**config.mk**
```make
export PLATFORM = sky130hd
export DESIGN_NAME = cbt_top
export DESIGN_NICKNAME = d
export VERILOG_FILES = /design/src/cbt_pkg.sv /design/src/cbt_pin_driver.sv /design/src/cbt_bit_timer.sv /design/src/cbt_top.sv
export VERILOG_INCLUDE_DIRS = /design/src
export SDC_FILE = /design/constraint.sdc
export NUM_CORES = 1
export LEC_CHECK = 0
export BUFFER_PORTS_ARGS = -buffer_cell sky130_fd_sc_hd__buf_2
export CORE_MARGIN = 2
export CORE_UTILIZATION = 40
export DETAILED_ROUTE_END_ITERATION = 8
export PLACE_DENSITY = 0.7
export SKIP_CTS_REPAIR_TIMING = 1
export SYNTH_ARGS = -nofsm -noshare
export SYNTH_HDL_FRONTEND = slang
export SYNTH_HIERARCHICAL = 1
export SYNTH_SLANG_ARGS = --single-unit
```
**constraint.sdc**
```tcl
create_clock -name clk_sys -period 2.7 [get_ports clk_sys]
set_clock_uncertainty 0.2 [all_clocks]
set_input_delay 0.27 -clock clk_sys [delete_from_list [all_inputs] [get_ports clk_sys]]
set_output_delay 0.27 -clock clk_sys [all_outputs]
set_load 0.02 [all_outputs]
```
**src/cbt_params.svh**
```systemverilog
// constants for the bit timing and output control block
// assumes byte addressing on a 32-bit classic wishbone bus
`ifndef CBT_PARAMS_SVH
`define CBT_PARAMS_SVH
// =============================================
// register indexes, byte address is index * 4
`define CBT_IDX_LSB 2
`define CBT_IDX_MSB 5
`define CBT_IDX_CTRL 4'h0
`define CBT_IDX_STAT 4'h1
`define CBT_IDX_PRESC 4'h6
`define CBT_IDX_SEG 4'h7
`define CBT_IDX_OUT 4'h8
// =============================================
// field positions
`define CBT_CTRL_HOLD 0
`define CBT_CTRL_SLEEP 1
`define CBT_CTRL_MASK 8'h03
`define CBT_PRESC_HI 5
`define CBT_SAM 7
`define CBT_TS2_HI 6
`define CBT_TS2_LO 4
`define CBT_TS1_HI 3
`define CBT_TS1_LO 0
`define CBT_CFG_B_HI 7
`define CBT_CFG_B_LO 5
`define CBT_CFG_A_HI 4
`define CBT_CFG_A_LO 2
`define CBT_MODE_HI 1
`define CBT_MODE_LO 0
// =============================================
// reset values and encodings
`define CBT_CTRL_RST 8'h01
`define CBT_PRESC_RST 8'h00
`define CBT_SEG_RST 8'h00
`define CBT_OUT_RST 8'h00
`define CBT_MODE_BIPHASE 2'h0
`define CBT_MODE_TEST 2'h1
`define CBT_MODE_NORMAL 2'h2
`define CBT_MODE_CLOCK 2'h3
`define CBT_DOMINANT 1'b0
`define CBT_RECESSIVE 1'b1
`endif

```
**src/cbt_pkg.sv**
```systemverilog
// types shared by the bit timing and output control block
// assumes a 32-bit classic wishbone master with a 6-bit byte address
`default_nettype none
package cbt_pkg;
	typedef struct packed {
		logic cyc;
		logic stb;
		logic we;
		logic [5:0] adr;
		logic [3:0] sel;
		logic [31:0] dat;
	} cbt_wb_req_s;
	typedef struct packed {
		logic ack;
		logic [31:0] dat;
	} cbt_wb_rsp_s;
	typedef struct packed {
		logic hi_en;
		logic lo_en;
		logic pol;
	} cbt_pin_cfg_s;
	typedef enum logic [1:0] {
		CBT_PH_IDLE,
		CBT_PH_SYNC,
		CBT_PH_SEG1,
		CBT_PH_SEG2
	} cbt_phase_e;
endpackage
`default_nettype wire

```
**src/cbt_pin_driver.sv**
```systemverilog
// one bus output stage: high-side and low-side switch with polarity
// assumes the pad resolves pin_out and pin_oe_n into a wire level
`timescale 1ns/1ns
`default_nettype none
module cbt_pin_driver
(
	input wire logic clk_sys,
	input wire logic reset,
	input wire cbt_pkg::cbt_pin_cfg_s cfg,
	input wire logic bit_in,
	input wire logic float_in,
	output logic pin_out,
	output logic pin_oe_n
);
	logic lvl;
	logic hi_on;
	logic lo_on;

	assign lvl = bit_in ^ cfg.pol;
	assign hi_on = cfg.hi_en && lvl && !float_in;
	assign lo_on = cfg.lo_en && !lvl && !float_in;

	always_ff @(posedge clk_sys)
	begin
		if (reset)
		begin
			pin_out <= 1'b0;
			pin_oe_n <= 1'b1;
		end
		else
		begin
			pin_out <= hi_on;
			pin_oe_n <= !(hi_on || lo_on);
		end
	end
endmodule // cbt_pin_driver
`default_nettype wire

```
**src/cbt_bit_timer.sv**
```systemverilog
// bit period sequencer: quantum prescaler, sync, segment 1, segment 2
// assumes configuration is static while run is high
`timescale 1ns/1ns
`default_nettype none
module cbt_bit_timer
#(
	parameter int BRP_W = 6,
	parameter int TS1_W = 4,
	parameter int TS2_W = 3
)
(
	input wire logic clk_sys,
	input wire logic reset,
	input wire logic run,
	input wire logic [BRP_W-1:0] prescaler,
	input wire logic [TS1_W-1:0] ts1,
	input wire logic [TS2_W-1:0] ts2,
	output logic bit_start,
	output logic sample_pt,
	output logic in_sync
);
	if (TS1_W <= TS2_W || BRP_W < 1)
	begin : g_bad_width
		$error("cbt_bit_timer: segment 1 field must be wider than segment 2");
	end

	cbt_pkg::cbt_phase_e phase_q;
	logic [BRP_W:0] cnt_q;
	logic [TS1_W-1:0] q_q;
	logic tq_end;

	// one quantum is 2 * (prescaler + 1) system clocks
	assign tq_end = (phase_q != cbt_pkg::CBT_PH_IDLE) &&
		(cnt_q == {prescaler, 1'b1});
	assign in_sync = (phase_q == cbt_pkg::CBT_PH_SYNC);

	// =============================================
	// quantum prescaler
	always_ff @(posedge clk_sys)
	begin
		if (reset || !run || phase_q == cbt_pkg::CBT_PH_IDLE || tq_end)
			cnt_q <= '0;
		else
			cnt_q <= cnt_q + 1'b1;
	end

	// =============================================
	// bit phase sequence
	always_ff @(posedge clk_sys)
	begin
		if (reset || !run)
		begin
			phase_q <= cbt_pkg::CBT_PH_IDLE;
			q_q <= '0;
			bit_start <= 1'b0;
			sample_pt <= 1'b0;
		end
		else
		begin
			bit_start <= 1'b0;
			sample_pt <= 1'b0;
			case (phase_q)
			cbt_pkg::CBT_PH_IDLE:
			begin
				phase_q <= cbt_pkg::CBT_PH_SYNC;
				bit_start <= 1'b1;
			end
			cbt_pkg::CBT_PH_SYNC:
				if (tq_end)
				begin
					phase_q <= cbt_pkg::CBT_PH_SEG1;
					q_q <= '0;
				end
			cbt_pkg::CBT_PH_SEG1:
				if (tq_end)
				begin
					if (q_q == ts1)
					begin
						phase_q <= cbt_pkg::CBT_PH_SEG2;
						q_q <= '0;
						sample_pt <= 1'b1;
					end
					else
						q_q <= q_q + 1'b1;
				end
			cbt_pkg::CBT_PH_SEG2:
				if (tq_end)
				begin
					if (q_q == {{(TS1_W-TS2_W){1'b0}}, ts2})
					begin
						phase_q <= cbt_pkg::CBT_PH_SYNC;
						bit_start <= 1'b1;
					end
					else
						q_q <= q_q + 1'b1;
				end
			default:
				phase_q <= cbt_pkg::CBT_PH_IDLE;
			endcase
		end
	end

	// =============================================
	// length checks
	logic [15:0] tq_clk;
	logic [15:0] bit_len;
	logic [15:0] smp_len;
	logic [15:0] len_q;
	logic seen_q;

	assign tq_clk = 16'({prescaler, 1'b1}) + 16'h1;
	assign bit_len = 16'(tq_clk * (16'(ts1) + 16'(ts2) + 16'h3));
	assign smp_len = 16'(tq_clk * (16'(ts1) + 16'h2));

	always_ff @(posedge clk_sys)
	begin
		if (reset || !run)
		begin
			len_q <= '0;
			seen_q <= 1'b0;
		end
		else
		begin
			len_q <= bit_start ? 16'h1 : len_q + 16'h1;
			if (bit_start)
				seen_q <= 1'b1;
		end
	end
endmodule // cbt_bit_timer
`default_nettype wire

```
**src/cbt_top.sv**
```systemverilog
// bit timing and output driver control with a wishbone register slave
// assumes tx_bit changes only around bit_start and pins are tri-stated
// outside by the oe_n outputs
//
// The Wishbone interface to the registers was decided locally.
`timescale 1ns/1ns
`default_nettype none
`include "cbt_params.svh"

// Operation
// - segment and output registers accessible only while config hold is set
// - triple_sample_select high takes three samples, low takes one
// - segment before sample lasts quantum times field plus one
// - segment after sample lasts quantum times field plus one
// - sleep without config hold drives recessive level on both outputs
// - config hold floats both output drivers
// - output register holds B config, A config, then 2-bit mode
// - normal mode sends transmit bits on both outputs
// - clock mode: A carries bits, B carries quantum-wide bit clock
// - bi-phase mode floats all outputs on recessive bits
// - bi-phase dominant bits alternate on A and B, A first
// - test mode: A carries bits, B follows comparator output
// - quantum is twice oscillator period times prescaler plus one
// - high switch on for enabled high level, low switch for low
// - transmit 0 is dominant, transmit 1 recessive
module cbt_top
(
	input wire logic clk_sys,
	input wire logic reset,
	input wire cbt_pkg::cbt_wb_req_s wb_req,
	output var cbt_pkg::cbt_wb_rsp_s wb_rsp,
	input wire logic tx_bit,
	input wire logic rx_bus_in,
	input wire logic rx_comparator_out,
	output logic bus_out_a,
	output logic bus_out_a_oe_n,
	output logic bus_out_b,
	output logic bus_out_b_oe_n,
	output logic rx_bit,
	output logic rx_bit_valid,
	output logic bit_start
);
	logic [7:0] ctrl_q;
	logic [7:0] presc_q;
	logic [7:0] seg_q;
	logic [7:0] out_q;
	logic ack_q;
	logic [31:0] dat_q;
	logic [7:0] rd_byte;
	logic req;
	logic wr_fire;
	logic [3:0] idx;
	logic hold;
	logic sleep;
	logic run;
	logic triple_sample_select;
	logic [1:0] mode;
	logic tx_q;
	logic use_b_q;
	logic next_b_q;
	logic [1:0] rx_hist_q;
	logic rx_bit_q;
	logic rx_valid_q;
	logic maj;
	logic sample_pt;
	logic in_sync;
	logic bit_a;
	logic bit_b;
	logic flt_a;
	logic flt_b;
	cbt_pkg::cbt_pin_cfg_s cfg_a;
	cbt_pkg::cbt_pin_cfg_s cfg_b;

	assign hold = ctrl_q[`CBT_CTRL_HOLD];
	assign sleep = ctrl_q[`CBT_CTRL_SLEEP];
	assign run = !hold && !sleep;
	assign triple_sample_select = seg_q[`CBT_SAM];
	assign mode = out_q[`CBT_MODE_HI:`CBT_MODE_LO];
	assign cfg_a = out_q[`CBT_CFG_A_HI:`CBT_CFG_A_LO];
	assign cfg_b = out_q[`CBT_CFG_B_HI:`CBT_CFG_B_LO];

	// =============================================
	// wishbone slave
	assign req = wb_req.cyc && wb_req.stb;
	assign idx = wb_req.adr[`CBT_IDX_MSB:`CBT_IDX_LSB];
	// writes land on the edge where the master sees ack
	assign wr_fire = req && ack_q && wb_req.we && wb_req.sel[0];
	assign wb_rsp = {ack_q, dat_q};

	always_ff @(posedge clk_sys)
	begin
		if (reset)
			ack_q <= 1'b0;
		else
			ack_q <= req && !ack_q;
	end

	always_comb
	begin
		rd_byte = 8'h00;
		case (idx)
		`CBT_IDX_CTRL:
			rd_byte = ctrl_q;
		`CBT_IDX_STAT:
			rd_byte = {5'h00, next_b_q, tx_q, rx_bit_q};
		`CBT_IDX_PRESC:
			rd_byte = hold ? presc_q : 8'h00;
		`CBT_IDX_SEG:
			rd_byte = hold ? seg_q : 8'h00;
		`CBT_IDX_OUT:
			rd_byte = hold ? out_q : 8'h00;
		default:
			rd_byte = 8'h00;
		endcase
	end

	always_ff @(posedge clk_sys)
	begin
		if (reset)
			dat_q <= '0;
		else if (req && !ack_q)
			dat_q <= {24'h000000, rd_byte};
	end

	// =============================================
	// registers
	always_ff @(posedge clk_sys)
	begin
		if (reset)
			ctrl_q <= `CBT_CTRL_RST;
		else if (wr_fire && idx == `CBT_IDX_CTRL)
			ctrl_q <= wb_req.dat[7:0] & `CBT_CTRL_MASK;
	end

	always_ff @(posedge clk_sys)
	begin
		if (reset)
			presc_q <= `CBT_PRESC_RST;
		else if (wr_fire && idx == `CBT_IDX_PRESC && hold)
			presc_q <= {2'h0, wb_req.dat[`CBT_PRESC_HI:0]};
	end

	always_ff @(posedge clk_sys)
	begin
		if (reset)
			seg_q <= `CBT_SEG_RST;
		else if (wr_fire && idx == `CBT_IDX_SEG && hold)
			seg_q <= wb_req.dat[7:0];
	end

	always_ff @(posedge clk_sys)
	begin
		if (reset)
			out_q <= `CBT_OUT_RST;
		else if (wr_fire && idx == `CBT_IDX_OUT && hold)
			out_q <= wb_req.dat[7:0];
	end

	// =============================================
	// bit sequencer
	cbt_bit_timer #(
		.BRP_W(6),
		.TS1_W(4),
		.TS2_W(3)
	) u_timer (
		.clk_sys(clk_sys),
		.reset(reset),
		.run(run),
		.prescaler(presc_q[`CBT_PRESC_HI:0]),
		.ts1(seg_q[`CBT_TS1_HI:`CBT_TS1_LO]),
		.ts2(seg_q[`CBT_TS2_HI:`CBT_TS2_LO]),
		.bit_start(bit_start),
		.sample_pt(sample_pt),
		.in_sync(in_sync)
	);

	// =============================================
	// transmit bit and bi-phase steering
	always_ff @(posedge clk_sys)
	begin
		if (reset || !run)
			tx_q <= `CBT_RECESSIVE;
		else if (bit_start)
			tx_q <= tx_bit;
	end

	// the alternation restarts with A after every configuration pass
	always_ff @(posedge clk_sys)
	begin
		if (reset || hold)
		begin
			use_b_q <= 1'b0;
			next_b_q <= 1'b0;
		end
		else if (bit_start && mode == `CBT_MODE_BIPHASE &&
			tx_bit == `CBT_DOMINANT)
		begin
			use_b_q <= next_b_q;
			next_b_q <= !next_b_q;
		end
	end

	// =============================================
	// receive sampling
	// the three samples are three consecutive system clocks ending at
	// the sample point, so the spike filter is short at high prescale
	assign maj = (rx_bus_in && rx_hist_q[0]) || (rx_bus_in && rx_hist_q[1]) ||
		(rx_hist_q[0] && rx_hist_q[1]);

	always_ff @(posedge clk_sys)
	begin
		if (reset)
			rx_hist_q <= '0;
		else
			rx_hist_q <= {rx_hist_q[0], rx_bus_in};
	end

	always_ff @(posedge clk_sys)
	begin
		if (reset)
		begin
			rx_bit_q <= `CBT_RECESSIVE;
			rx_valid_q <= 1'b0;
		end
		else
		begin
			rx_valid_q <= sample_pt;
			if (sample_pt)
				rx_bit_q <= triple_sample_select ? maj : rx_bus_in;
		end
	end

	assign rx_bit = rx_bit_q;
	assign rx_bit_valid = rx_valid_q;

	// =============================================
	// output mode selection
	always_comb
	begin
		bit_a = tx_q;
		bit_b = tx_q;
		flt_a = 1'b0;
		flt_b = 1'b0;
		case (mode)
		`CBT_MODE_NORMAL:
			bit_b = tx_q;
		`CBT_MODE_CLOCK:
			bit_b = in_sync;
		`CBT_MODE_BIPHASE:
		begin
			bit_a = `CBT_DOMINANT;
			bit_b = `CBT_DOMINANT;
			flt_a = tx_q || use_b_q;
			flt_b = tx_q || !use_b_q;
		end
		`CBT_MODE_TEST:
			bit_b = rx_comparator_out;
		default:
			bit_b = tx_q;
		endcase
		if (sleep)
		begin
			bit_a = `CBT_RECESSIVE;
			bit_b = `CBT_RECESSIVE;
			flt_a = 1'b0;
			flt_b = 1'b0;
		end
		if (hold)
		begin
			flt_a = 1'b1;
			flt_b = 1'b1;
		end
	end

	cbt_pin_driver u_drv_a (
		.clk_sys(clk_sys),
		.reset(reset),
		.cfg(cfg_a),
		.bit_in(bit_a),
		.float_in(flt_a),
		.pin_out(bus_out_a),
		.pin_oe_n(bus_out_a_oe_n)
	);

	cbt_pin_driver u_drv_b (
		.clk_sys(clk_sys),
		.reset(reset),
		.cfg(cfg_b),
		.bit_in(bit_b),
		.float_in(flt_b),
		.pin_out(bus_out_b),
		.pin_oe_n(bus_out_b_oe_n)
	);

	// =============================================
	// checks
	logic pp_a;
	logic pp_b;
	assign pp_a = cfg_a.hi_en && cfg_a.lo_en && !cfg_a.pol;
	assign pp_b = cfg_b.hi_en && cfg_b.lo_en && !cfg_b.pol;
endmodule // cbt_top
`default_nettype wire

```
==> results.yml <==
critical_path:
  arrival_ns: 2.29
  cp_top_family: "simple AND/OR/NAND/NOR gates"
  endpoint_kind: "register"
  timing.rr.start: "u_timer/phase_q[0]"
  path_buf_inv: 1
  worst_setup_path_start_kind: "register"
  path_max_fanout: 6
  critPathMaxStageDelay_ns: 0.40
  critPathLaunch: "u_timer/phase_q[0]"
  reg2reg_to: "u_timer/phase_q[0]"
  r2r_cells: 7
  rrSetupSlack_ns: 0.43
  required_ns: 2.72
  worstSetupEndpoint: "u_timer/phase_q[0]"
  path_cells: "inv_1 -> ha_1 -> and2b_2 -> nand4bb_1 -> o31a_1 -> nor3_1 -> a211oi_1"
  cp_slowest_cell: "dfxtp_1"
  cp.depth: 7
  path_class: "register to register"
detailed_routing:
  ant_nets: 0
  vias: 2493
  drt-initial-drc-count: 156
  drc: 0
  first_pass_iters: 4
  wl_per_cell_um: 14.26
  routed_wl_mm: 6.904
  viasPerCell: 5.151
worst_hold_path:
  min_path_type: "input pin to register"
  whs_path_depth: 3
pwr:
  clkPwrFrac: 0.417
  pwr-share-comb: 0.066
  switching_power_uw: 437.0
  p_seq_frac: 0.517
  p_leak_uw: 0.001362
  p_int_uw: 1256
  peakVddDrop_mv: 0.2852
  power_density_nw_per_um2: 479.4
  switching_share: 0.2580
job:
  drv_cap: 0
yosys:
  synth.distinct_cells: 62
  post_synth.cell_area_avg_sq_um: 9.344
  synth_flop_cell: "dfxtp_1"
  syn_area_sq_um: 3196
  synth_seq_area_share: 0.3696
  synthMuxAreaShare: 0.1069
  netlist_instances: 342
  synth_top_family_by_area: "simple AND/OR/NAND/NOR gates"
  synth_compound_area_frac: 0.1273
  synth-xor-area-share: 0.06030
  synth-seq-cells: 59
  synth_edf_count: 0
  synth_simple_gate_area_frac: 0.2099
  synth_fa_ha_area_frac: 0.02741
  async_flop_share: 0
  yosysWarnings: 6
sta:
  max_freq_ghz: 0.4406
  whs_ns: -0.01798
  fin_crit_sh: 0.8407
  fin_setup_tns_ns: 0
  rsz0062_at_grt: "no"
  hold_viol: 4
  slew_violations: 0
  maxSlewHeadroom: 0.5756
  timing.final.ws_setup_ns: 0.4302
  setup_viol: 0
  worst_slew_pin_slew_ns: 0.6346
  period_needed_ns: 2.270
layout:
  final_layout_size_suffix_gt1_frac: 0.1832
  fin_util: 0.4571
  synthToLayoutAreaGrowth_pct: 10.53
  diodes: 0
  nets: 434
floorplan:
  coreArea_sq_um: 7727
  die_h_um: 93.38
  io_pins: 90
  fp-row-count: 32
  start_util: 0.4135
  chipWidth_um: 93.38
  fp.dieArea_sq_um: 8720
grt:
  grt_usage: 0.1629
  antenna_found_initial: 0
  grt_max_degree: 34
  grt_pass1_vias: 2267
  overflow: 0
  grt_pass1_wl_mm: 11.16
placement:
  dpl_worst_slack_ns: 0.4459
  place.gp.congestion: 0.8350
  io_buffers: 36
  dpl.hpwl_mm: 4.978
status:
  status: "complete, but fails checks"
  violations: "negative hold slack"
clock_tree:
  cts_tree: "yes"
  htree_num_levels: 3
  cts_root_buffer: "clkbuf_8"
  cts_buffers: 9
  clk_latency_ns: 0.34
  clkTransAtPathRegs_ns: 0.07
  clock-sinks: 59
  clk_path_buf_depth: 2
worst min path at each step:
stage	start	endpoint	slack (ns)
floorplan	tx_bit	tx_q	0.19
global placement	u_timer/cnt_q[0]	u_timer/cnt_q[0]	0.24
detailed placement	u_timer/cnt_q[0]	u_timer/cnt_q[0]	0.25
CTS	tx_bit	tx_q	-0.04
global route	wb_req[7]	out_q[7]	0.001
finish	wb_req[6]	seg_q[6]	-0.02
area by class of cell:
type / instances / area (sq um)
timing repair buffer: 40 / 215.2
inverter: 13 / 48.80
clock inverter: 5 / 28.78
sequential: 59 / 1181
fill: 755 / 4195
tap: 102 / 127.6
clock buffer: 11 / 141.4
multi-input combinational: 254 / 1789
registers in the layout, summed over array words and instances (netlist names):
| register | cells |
|---|---|
| ack_q | 1 |
| ctrl_q | 2 |
| dat_q | 8 |
| next_b_q | 1 |
| out_q | 8 |
| presc_q | 6 |
| rx_bit | 1 |
| rx_bit_valid | 1 |
| rx_hist_q | 2 |
| seg_q | 8 |
| tx_q | 1 |
| u_drv_a/pin_oe_n | 1 |
| u_drv_a/pin_out | 1 |
| u_drv_b/pin_oe_n | 1 |
| u_drv_b/pin_out | 1 |
| u_timer/bit_start | 1 |
| u_timer/cnt_q | 7 |
| u_timer/phase_q | 2 |
| u_timer/q_q | 4 |
| u_timer/sample_pt | 1 |
| use_b_q | 1 |
Yosys cell counts, types with 3 or more instances:
| library cell | instances | share of area |
|---|---|---|
| o21ai_0 | 5 | 0.0078 |
| nor2_1 | 41 | 0.048 |
| clkbuf_1 | 8 | 0.0094 |
| o2bb2ai_1 | 4 | 0.011 |
| a31oi_1 | 3 | 0.0059 |
| xor2_1 | 8 | 0.022 |
| mux2i_1 | 33 | 0.10 |
| and4_1 | 3 | 0.0082 |
| buf_2 | 3 | 0.0047 |
| nor4_1 | 5 | 0.0098 |
| nor3_1 | 9 | 0.014 |
| nand2b_1 | 4 | 0.0078 |
| nand3_1 | 8 | 0.013 |
| nand2_1 | 10 | 0.012 |
| buf_4 | 26 | 0.061 |
| dfxtp_1 | 59 | 0.37 |
| a22oi_1 | 7 | 0.016 |
| ha_1 | 7 | 0.027 |
| nand4_1 | 5 | 0.0098 |
| a21oi_1 | 10 | 0.016 |
| inv_1 | 13 | 0.015 |
| nor2b_1 | 5 | 0.0098 |
| xnor2_1 | 14 | 0.038 |
cell usage in the layout (no fill, tap or decap), drive strengths merged, types with 2 or more instances in the layout:
cell,netlist,layout
dfxtp,59,59
nor2,41,41
buf,31,38
mux2i,33,33
conb,1,24
xnor2,14,14
inv,13,13
clkbuf,8,11
nand2,10,10
a21oi,10,10
nor3,10,10
nand3,8,8
xor2,8,8
a22oi,7,7
ha,7,7
o21ai,6,6
nor4,6,6
nand4,5,5
nor2b,5,5
clkinv,0,5
nand2b,4,4
o2bb2ai,4,4
and4,4,4
o31ai,4,4
nor3b,4,4
a31oi,3,3
nor4b,3,3
a211oi,3,3
or3,3,3
a32o,2,2
a211o,2,2
dlygate4sd3,0,2
o31a,2,2
a21o,2,2
o22ai,2,2
o211ai,2,2
nand3b,2,2
power groups by stage:
stage	sequential, uW	clock (uW)	combinational (uW)
detailed placement	896	0	108
global placement	896	0	107
floorplan	898	0	102
finish	876	706	111
CTS	876	721	108
global route	876	763	120
worst min-delay path, cell delays in order:
cell and delay, ns:
buf_2 0.09, mux2i_1 0.06, nor2_1 0.07
logic make-up (layout without fill, tap and decap cells):
family          after synthesis  after routing
simple gates                113            113
flops                        59             59
compound gates               54             54
buf+inv                      52             69
mux                          34             34
xor+xnor                     22             22
fa+ha+maj                     7              7
other cells                   1             24
routing by layer:
metal	vias to the layer above	wire length [um]	part of all wire	track usage
met5	-	0	0	0
met4	0	77	0.011	0.05147
met3	8	436	0.063	0.04029
met2	82	3197	0.46	0.2488
met1	1160	3192	0.46	0.2257
li1	1243	-	-	-
per-stage QoR:
step           cells  total power [uW]  instance area, sq um
2_1_floorplan    365              1000                  3282
3_3_place_gp     466              1003                  3342
3_5_place_dp     466              1004                  3342
4_1_cts          482              1705                  3512
5_1_grt          484              1759                  3532
6_report         484              1693                  3532
Power figures use the tool's default switching activity.
